<file path="src/hw/rcf_pkg.sv">
package rcf_pkg;

  // Register map of the CPU bus
  localparam int unsigned    RCF_AW          = 16;
  localparam logic [15:0]    RCF_STATUS_ADDR = 16'h1800;
  localparam logic [15:0]    RCF_FORCE_ADDR  = 16'h1801;

  // Reset cause field positions
  localparam int unsigned    RCF_B_POR   = 7;
  localparam int unsigned    RCF_B_PIN   = 6;
  localparam int unsigned    RCF_B_WD    = 5;
  localparam int unsigned    RCF_B_ILLEGAL_OPCODE_FLAG  = 4;
  localparam int unsigned    RCF_B_ILLEGAL_ADDRESS_FLAG  = 3;
  localparam int unsigned    RCF_B_LOC   = 2;
  localparam int unsigned    RCF_B_LV    = 1;
  localparam int unsigned    RCF_B_FORCE = 0;

  // Values
  localparam logic [7:0]     RCF_POR_VALUE = 8'h82;
  localparam logic [7:0]     RCF_SVC_FIRST = 8'h55;
  localparam logic [7:0]     RCF_SVC_SECOND = 8'hAA;
  localparam logic [7:0]     RCF_READ_ZERO = 8'h00;

  // Timing of the internal reset pulse
  localparam int unsigned    RCF_CLK_NS   = 4;
  localparam int unsigned    RCF_HOLD_NS  = 32;
  localparam int unsigned    RCF_HOLD_CYC = (RCF_HOLD_NS + RCF_CLK_NS - 1) / RCF_CLK_NS;

  // Sequencer states
  typedef enum logic [1:0] {
    RCF_RUN  = 2'b01,
    RCF_HOLD = 2'b10
  } rcf_state_e;

endpackage

</file>
<file path="src/hw/rcf_reset_cause.sv">
// Contract
// The reset cause register holds read-only flags naming the source of the latest reset.
// A reset forced by the debug host leaves every reset cause flag clear.
// With the watchdog enabled, a write of any value but 0x55 or 0xAA to the cause address trips a watchdog reset.
// Writing 0x55 then 0xAA to the cause address clears the watchdog counter and keeps the flags.
// Power-on reset sets the power-on flag in bit 7 and the low-voltage flag in bit 1, clearing the rest.
// An enabled low-voltage trip resets and sets the low-voltage flag while the power-on flag keeps its value.
// Other resets set the flag of each source active at reset entry and clear the others, power-on and low-voltage 0.
// A low level on the external reset pin sets the pin flag in bit 6.
// A watchdog timeout sets the watchdog flag in bit 5, and the source is blocked while the watchdog is disabled.
// An unimplemented opcode, a stop while stop is barred, or background entry while barred sets bit 4.
// An access to an unimplemented address sets the illegal address flag in bit 3.
// Loss of the external clock sets the clock loss flag in bit 2.
// Writes to the force register from the user program are ignored; only serial debug writes act.
// Reads of the force register always return zero.
// A debug write of 1 to bit 0 of the force register forces a full device reset.
// In window mode any write to the cause address before the window opens causes a reset; the code resets only with the watchdog enabled.
// Only a 0xAA write right after a 0x55 write to the cause address counts as a service.
module rcf_reset_cause
  import rcf_pkg::*;
#(
  parameter int unsigned HOLD_CYC = RCF_HOLD_CYC
) (
  // Clock and reset
  input  logic              sys_clk,
  input  logic              rst,
  // CPU bus
  input  logic [RCF_AW-1:0] bus_addr,
  input  logic              bus_wr,
  input  logic              bus_rd,
  input  logic              bus_bdm,
  input  logic [7:0]        bus_wdata,
  output logic [7:0]        bus_rdata_q,
  // Configuration
  input  logic              watchdog_enable,
  input  logic              watchdog_window_mode,
  input  logic              watchdog_window_open,
  input  logic              low_voltage_reset_enable,
  input  logic              stop_allowed,
  input  logic              background_mode_allowed,
  // Reset sources
  input  logic              pin_reset_n,
  input  logic              watchdog_timeout,
  input  logic              lv_below_trip,
  input  logic              opcode_unimpl,
  input  logic              stop_exec,
  input  logic              background_entry_opcode,
  input  logic              illegal_access,
  input  logic              clock_lost,
  // Results
  output logic              sys_reset_q,
  output logic              watchdog_clear_q,
  output logic [7:0]        reset_cause_q
);

  localparam int unsigned CW = $clog2(HOLD_CYC + 1);

  function automatic logic addr_hit(input logic [RCF_AW-1:0] a, input logic [RCF_AW-1:0] off);
    return (a == off);
  endfunction

  rcf_state_e state_q;
  rcf_state_e state_d;
  logic [CW-1:0] cnt_q;
  logic [CW-1:0] cnt_d;
  logic [7:0]    cause_d;
  logic [7:0]    rdata_d;
  logic          in_run;
  logic          in_hold;
  logic          hit_st;
  logic          hit_force;
  logic          st_wr;
  logic          force_src;
  logic          trip_q;
  logic          pin_src;
  logic          wd_src;
  logic          illegal_opcode_flag_src;
  logic          lv_src;
  logic          any_src;
  logic          enter;
  logic          leave;
  logic [7:0]    src_vec;
  logic [7:0]    lv_vec;

  // Bus decode
  assign hit_st    = addr_hit(bus_addr, RCF_STATUS_ADDR);
  assign hit_force = addr_hit(bus_addr, RCF_FORCE_ADDR);
  assign st_wr     = bus_wr & hit_st & in_run;
  // User program writes lack the debug qualifier and fall away here
  assign force_src = bus_wr & hit_force & bus_bdm & bus_wdata[RCF_B_FORCE];

  // Status reads show the flags; everything else reads zero
  assign rdata_d = (bus_rd & hit_st) ? reset_cause_q : RCF_READ_ZERO;

  assign in_run  = (state_q == RCF_RUN);
  assign in_hold = (state_q == RCF_HOLD);

  rcf_svc_seq u_svc (
    .sys_clk     (sys_clk),
    .rst         (rst),
    .clear       (in_hold),
    .wr          (st_wr),
    .wdata       (bus_wdata),
    .window_mode (watchdog_window_mode),
    .window_open (watchdog_window_open),
    .service_q   (watchdog_clear_q),
    .bad_q       (trip_q)
  );

  // Source qualification
  assign pin_src  = ~pin_reset_n;
  assign wd_src   = watchdog_enable & (watchdog_timeout | trip_q);
  assign illegal_opcode_flag_src = opcode_unimpl | (stop_exec & ~stop_allowed)
                  | (background_entry_opcode & ~background_mode_allowed);
  assign lv_src   = low_voltage_reset_enable & lv_below_trip;
  assign any_src  = pin_src | wd_src | illegal_opcode_flag_src | illegal_access | clock_lost | lv_src | force_src;

  // Flags of the other sources, power-on and low-voltage forced low
  assign src_vec[RCF_B_POR]   = 1'b0;
  assign src_vec[RCF_B_PIN]   = pin_src;
  assign src_vec[RCF_B_WD]    = wd_src;
  assign src_vec[RCF_B_ILLEGAL_OPCODE_FLAG]  = illegal_opcode_flag_src;
  assign src_vec[RCF_B_ILLEGAL_ADDRESS_FLAG]  = illegal_access;
  assign src_vec[RCF_B_LOC]   = clock_lost;
  assign src_vec[RCF_B_LV]    = 1'b0;
  assign src_vec[RCF_B_FORCE] = 1'b0;

  // Low-voltage pattern keeps the power-on flag as it was
  for (genvar i = 0; i < 8; i++) begin : g_lv
    if (i == RCF_B_POR) begin : g_keep
      assign lv_vec[i] = reset_cause_q[i];
    end else begin : g_fix
      assign lv_vec[i] = (i == RCF_B_LV);
    end
  end

  // A debug force wins over everything so the host sees a clean register
  assign cause_d = force_src ? 8'h00 : (lv_src ? lv_vec : src_vec);

  // Sources are sampled only at reset entry; a source that is still
  // active when the pulse ends starts a fresh reset
  assign enter = in_run & any_src;
  assign leave = in_hold & (cnt_q == '0);

  always_comb begin
    state_d = state_q;
    cnt_d   = cnt_q;
    case (state_q)
      RCF_RUN: begin
        if (enter) begin
          state_d = RCF_HOLD;
          cnt_d   = CW'(HOLD_CYC - 1);
        end
      end
      RCF_HOLD: begin
        if (leave) begin
          state_d = RCF_RUN;
        end else begin
          cnt_d = cnt_q - 1'b1;
        end
      end
      default: begin
        state_d = RCF_HOLD;
        cnt_d   = CW'(HOLD_CYC - 1);
      end
    endcase
  end

  // Power-on leaves the block in a reset pulse with the power-on pattern
  always_ff @(posedge sys_clk or posedge rst) begin
    if (rst) begin
      state_q       <= RCF_HOLD;
      cnt_q         <= CW'(HOLD_CYC - 1);
      sys_reset_q   <= 1'b1;
      reset_cause_q <= RCF_POR_VALUE;
      bus_rdata_q   <= 8'h00;
    end else begin
      state_q     <= state_d;
      cnt_q       <= cnt_d;
      sys_reset_q <= (state_d == RCF_HOLD);
      bus_rdata_q <= rdata_d;
      if (enter) begin
        reset_cause_q <= cause_d;
      end
    end
  end

  logic boot_q;

  always_ff @(posedge sys_clk or posedge rst) begin
    if (rst) begin
      boot_q <= 1'b1;
    end else if (enter) begin
      boot_q <= 1'b0;
    end
  end

  // Tracks whether the latest status write carried the first key
  logic last_first_q;

  always_ff @(posedge sys_clk or posedge rst) begin
    if (rst) begin
      last_first_q <= 1'b0;
    end else if (in_hold) begin
      last_first_q <= 1'b0;
    end else if (st_wr) begin
      last_first_q <= (bus_wdata == RCF_SVC_FIRST);
    end
  end
endmodule

</file>
<file path="src/hw/rcf_svc_seq.sv">
module rcf_svc_seq
  import rcf_pkg::*;
(
  // Clock and reset
  input  logic       sys_clk,
  input  logic       rst,
  // Write watch
  input  logic       clear,
  input  logic       wr,
  input  logic [7:0] wdata,
  input  logic       window_mode,
  input  logic       window_open,
  // Results
  output logic       service_q,
  output logic       bad_q
);

  logic is_first;
  logic is_second;
  logic early;
  logic bad_d;
  logic service_d;
  logic armed_q;
  logic armed_d;

  assign is_first  = (wdata == RCF_SVC_FIRST);
  assign is_second = (wdata == RCF_SVC_SECOND);
  // Window closed: every write counts as misuse
  assign early     = window_mode & ~window_open;

  assign bad_d     = ~clear & wr & (early | ~(is_first | is_second));

  // Only the very next write after the first key may complete a service
  assign service_d = ~clear & wr & ~early & is_second & armed_q;
  assign armed_d   = clear ? 1'b0 : (wr ? (is_first & ~early) : armed_q);

  always_ff @(posedge sys_clk or posedge rst) begin
    if (rst) begin
      armed_q   <= 1'b0;
      service_q <= 1'b0;
      bad_q     <= 1'b0;
    end else begin
      armed_q   <= armed_d;
      service_q <= service_d;
      bad_q     <= bad_d;
    end
  end

endmodule

</file>
<file path="config.mk">
export PLATFORM = sky130hd
export DESIGN_NAME = rcf_reset_cause
export DESIGN_NICKNAME = d
export VERILOG_FILES = /design/src/hw/rcf_pkg.sv /design/src/hw/rcf_reset_cause.sv /design/src/hw/rcf_svc_seq.sv
export SDC_FILE = /design/constraint.sdc
export NUM_CORES = 1
export LEC_CHECK = 0
export BUFFER_PORTS_ARGS = -buffer_cell sky130_fd_sc_hd__buf_2
export CAP_MARGIN = 20
export CORE_UTILIZATION = 25
export DETAILED_ROUTE_END_ITERATION = 8
export PLACE_DENSITY = 0.58
export SYNTH_ARGS = -nofsm -noshare
export SYNTH_HDL_FRONTEND = slang
export SYNTH_SLANG_ARGS = --single-unit
</file>
<file path="constraint.sdc">
create_clock -name sys_clk -period 2.3 [get_ports sys_clk]
set_input_delay 0.23 -clock sys_clk [delete_from_list [all_inputs] [get_ports sys_clk]]
set_output_delay 0.23 -clock sys_clk [all_outputs]
set_load 0.02 [all_outputs]
</file>
# == After elaboration in Yosys (flattened, before gate mapping) ==
# Index checks and enable logic that the tools add are counted.
# op_classes
addsub,1
eq_ne,10
mux,11
bitwise_logic,37
n_reduce_logical,4
# op_table
operator,count
16-bit by 13-bit == test with 1-bit output (second input constant),2
8-bit two-way mux,3
1-bit bitwise AND,19
1-bit OR,11
8-bit by 7-bit == test with 1-bit output (second input constant),1
8-bit == test (second input constant),1
4-bit two-way mux,2
4-bit case mux with 2 select lines,1
1-bit NOT,7
2-bit == test (second input constant),2
4-bit zero test,1
2-bit two-way mux,2
2-bit inequality test (second input constant),2
2-bit case mux with 2 select lines,1
2-bit AND reduction,2
4-bit by 1-bit subtractor with 4-bit output (second input constant),1
2-bit by 1-bit == test with 1-bit output (second input constant),1
1-bit two-way mux,2
2-bit by 1-bit inequality test with 1-bit output (second input constant),1
2-bit nonzero test,1
# word_totals
register_bits,26
in_bits,43
output_inout_bits,18
word_cells,72

# == Depth between registers and ports, before layout ==
# logic_depth
ltp_word,13
depth_mapped,8

# == Modules after synthesis ==
# A second synthesis with hierarchy kept.
# hier_totals
cells_unflattened,121
hier_area_um2,1303.8
# by_module_without_submodules
module,instances,cells_each,area_per_inst_um2
rcf_reset_cause,1,103,1111.1
rcf_svc_seq,1,18,192.7

# == Worst setup path before layout ==
# No wires, ideal clock.
# synth_path
path_kind,reg-to-reg
from,register state_q[1]
to,register cnt_q[2]
setup_ns,0.079
t_arrival_ns,1.635
required_ns,2.221
path_slack_ns,0.586
stages_incl_launch_ff,7
synth_period_minus_slack_ns,1.714
path_cell_list,dfstp_2 ha_1 clkbuf_1 nor2b_1 and3b_1 o21ai_0 a22o_1
# synth_between
elab_chain_cells,4
elab_cells_between_ends,8
# synth_rtl
element,line,source
"start, declared",rcf_reset_cause.sv:62,rcf_state_e state_q;
"start signal, assigned",rcf_reset_cause.sv:178,state_q <= state_d;
2-bit == test or 2-bit by 1-bit == test with 1-bit output (tied branches),"rcf_reset_cause.sv:96, rcf_reset_cause.sv:148, rcf_reset_cause.sv:95",
1-bit bitwise AND (on tied branches),"rcf_reset_cause.sv:143, rcf_reset_cause.sv:142",
2-bit inequality test (no line) or 2-bit by 1-bit inequality test with 1-bit output (tied branches),-,
2-bit AND reduction (no line),-,
"end signal, assigned",rcf_reset_cause.sv:173,cnt_q <= CW'(HOLD_CYC - 1);
"end signal, assigned",rcf_reset_cause.sv:179,cnt_q <= cnt_d;
"end, declared",rcf_reset_cause.sv:64,logic [CW-1:0] cnt_q;
# Several ways; a longest one is shown, not always the timed one.
# A chain may end at the register's enable or synchronous reset.

# == Worst setup path after layout ==
# Ends and elaborated chain as after synthesis.

==> metrics.md <==
| Metric | Value |
|---|---|
| Post-Synth XOR/XNOR Area | 0% |
| Tmin final | 1610 ps |
| Yosys top cell by area | dfrtp_1 |
| Placed Cells | 249 |
| Clk slew on worst S/H paths | 80 ps |
| R2R Setup Slk | 690 ps |
| EDFF count, synth | 0 |
| Via Count | 1127 |
| Worst Reg2Reg Path Length in Cells | 5 |
| Worst Max-Slew Pin Slew | 862 ps |
| Port buffer count | 58 |
| Cell Area, Synth | 1340 µm² |
| Slew margin rel. | 42.5% |
| Hold_buf cts | 0 |
| Final period utilization | 69.9% |
| Most frequent cells in the layout | buf_2, dfrtp_1, and3_1, inv_1, dfstp_2 |
| Avg Synthesized Cell Area | 10.9 µm² |
| CP arrival | 1810 ps |
| Core Box Area | 5140 µm² |
| Largest net degree at the start of global routing | 25 |
| Critical path startpoint category | flip-flop |
| Synth unique cells | 45 |
| Root buffer cell | clkbuf_8 |
| I/O pin total | 61 |
| Async SR Flop Fraction | 100% |
| Most common cell after layout, fill and taps aside | buf_2 |
| CTS tree | built |
| Post-CTS setup buffer count | 0 |
| Top-area cell type share of the netlist area | 31.7% |
| Reg2reg end | cnt_q[2] |
| Critical path capture point type | flip-flop |
| Area growth from synthesis to layout | 32.6% |
| Multi-input logic area | 681 µm² |
| Met3 usage | 2.01% |
| Layout cells sized above 1 | 47.5% |
| Vias in the first global route | 1010 |
| Routed length per instance | 11.0 µm |
| Leakage power | 0.899 nW |
| Max Slew Vio Count | 0 |
| Post-Synth Simple-Gate Area | 28.7% |
| Seq/Total Area, Yosys | 45.4% |
| Final net count | 231 |
| Top area cells in the synthesized netlist | dfrtp_1, dfstp_2, and3_1 |
| Antenna violations before repair | 0 |
| Clock sinks | 24 |
| Sum Neg Setup Slack | 0 ps |
| Outcome | finished clean |
| Full die area | 5670 µm² |
| FILL cells | 559 |
| P per Cell Area | 834 nW/µm² |
| Grt total ovfl | 0 |
| Wire length of the first global-routing pass | 4.46 mm |
| Crit path launch | state_q[1] |
| TritonCTS Buffers | 3 |
| Max_cap viols | 0 |
| Row Count | 26 |
| Starting Density | 26.1% |
| Synth Instances | 123 |
| Worst skew pair latency | 270 ps |
| CTS H-Tree Depth | 1 |
| Crit path required time | 2500 ps |
| Critical R2R Launch | state_q[1] |
| Die Ht | 75.3 µm |
| Total GRT Usage | 10.3% |
| Fmax achieved | 622 MHz |
| Total length of routed wires | 2.78 mm |
| # diodes | 0 |
| # resized after CTS | 0 |
| Hold Path Class | primary input to async pin |
| Synth Flop Type | dfrtp_1 |
| DR pass1 iterations | 4 |
| Proportion of synthesized area in mux cells | 0.839% |
| GR Util met2 | 16.9% |
| End of the critical path | cnt_q[2] |
| Skew final | 4.05 ps |
| Die W | 75.3 µm |
| Final Non-Filler Cells | 253 |
| DRC viols | 0 |
| CP max FO | 5 |
| Register area | 609 µm² |
| DR iter-0 viols | 35 |
| Critical path class | flip-flop to flip-flop |
| HPWL reported at the end of detailed placement | 2.29 mm |
| Setup violators final | 0 |
| Met1 usage | 13.7% |
| ANT nets after route | 0 |
| Via density per instance | 4.45 |
| Bufs on Longest Clock Path | 2 |
| Post-synthesis compound-gate area fraction | 16.9% |
| Final hold violation count | 0 |
| Maximum vdd ir drop | 255 µV |
| Number of synthesized register bits | 24 |
| RSZ-0062 raised after global routing | false |
| Synth warnings | 0 |
| Main combinational cell family by area after synthesis | simple AND/OR/NAND/NOR gates |
| Synth Area in Adders | 3.73% |
| Routability cong. | 0.743 |
| Top Usage Layer GRT | met2 |
==> report_power, final <==
part / total [mW] / internal, mW / switching, mW
sequential: 0.621 / 0.547 / 0.0749
combinational: 0.498 / 0.216 / 0.282
clock: 0.365 / 0.233 / 0.133
==> critical path, stage by stage (launching register included) <==
cell     delay [ps]
dfstp_2         580
ha_1            170
nor2b_1         210
and3b_1         250
o21ai_0         110
a22o_1          230
==> cell families after synthesis <==
family,Yosys count
fa+ha+maj,4
mux,1
flops,24
compound gates,29
other cells,1
simple gates,51
buf+inv,13
==> per-stage QoR <==
stage	util (%)	setup WS, ps	cell area [µm²]	power (mW)	hold WS (ps)
global route	34.6	552	1780	1.59	138
global placement	33.3	514	1710	1.12	419
finish	34.6	692	1780	1.48	129
floorplan	-	586	1350	0.946	239
CTS	34.6	709	1780	1.50	129
detailed placement	33.3	456	1710	1.13	422
==> sequential cells by signal (all words and copies together) (netlist names) <==
| signal | flops |
|---|---|
| cnt_q | 4 |
| sys_reset_q | 1 |
| bus_rdata_q | 7 |
| reset_cause_q | 7 |
| state_q | 2 |
| u_svc.bad_q | 1 |
| u_svc.service_q | 1 |
| u_svc.armed_q | 1 |
==> layer usage <==
layer,up-vias,wire [µm],part of all wire [%]
met5,-,0,0
met4,0,29,1.0
met3,5,224,8.0
met2,53,1150,41
met1,502,1380,49
li1,567,-,-
==> how the worst min path moves through the flow <==
stage                             to  slack [ps]  cells past startpoint
floorplan             bus_rdata_q[1]         240                      1
global placement    reset_cause_q[6]         420                      2
detailed placement  reset_cause_q[6]         420                      2
CTS                 reset_cause_q[6]         130                      2
global route        reset_cause_q[6]         140                      2
finish                bus_rdata_q[4]         130                      2
==> layout make-up <==
class | instances | share of cell area (%)
tap | 70 | 4.92
sequential | 24 | 34.2
timing repair buffer | 59 | 16.7
clock buffer | 3 | 2.32
clock inverter | 1 | 1.69
inverter | 9 | 1.90
multi-input combinational | 87 | 38.2
==> synthesized netlist by cell type, types with 2 or more instances <==
| library cell | instances |
|---|---|
| o21ai_1 | 3 |
| nand2_1 | 6 |
| dfstp_2 | 7 |
| and3_1 | 9 |
| nand2b_1 | 2 |
| nor2_1 | 5 |
| o2bb2ai_1 | 5 |
| buf_4 | 2 |
| o21ai_2 | 2 |
| a21oi_1 | 6 |
| a22oi_1 | 2 |
| nor4bb_1 | 4 |
| clkbuf_1 | 2 |
| dfrtp_1 | 17 |
| inv_1 | 8 |
| a22o_1 | 3 |
| nor3_1 | 4 |
| nor2b_1 | 3 |
| nand3_1 | 2 |
| ha_1 | 4 |
| or2_4 | 2 |
| nor4_4 | 2 |
Note: power is estimated with default switching activity, not from simulation.
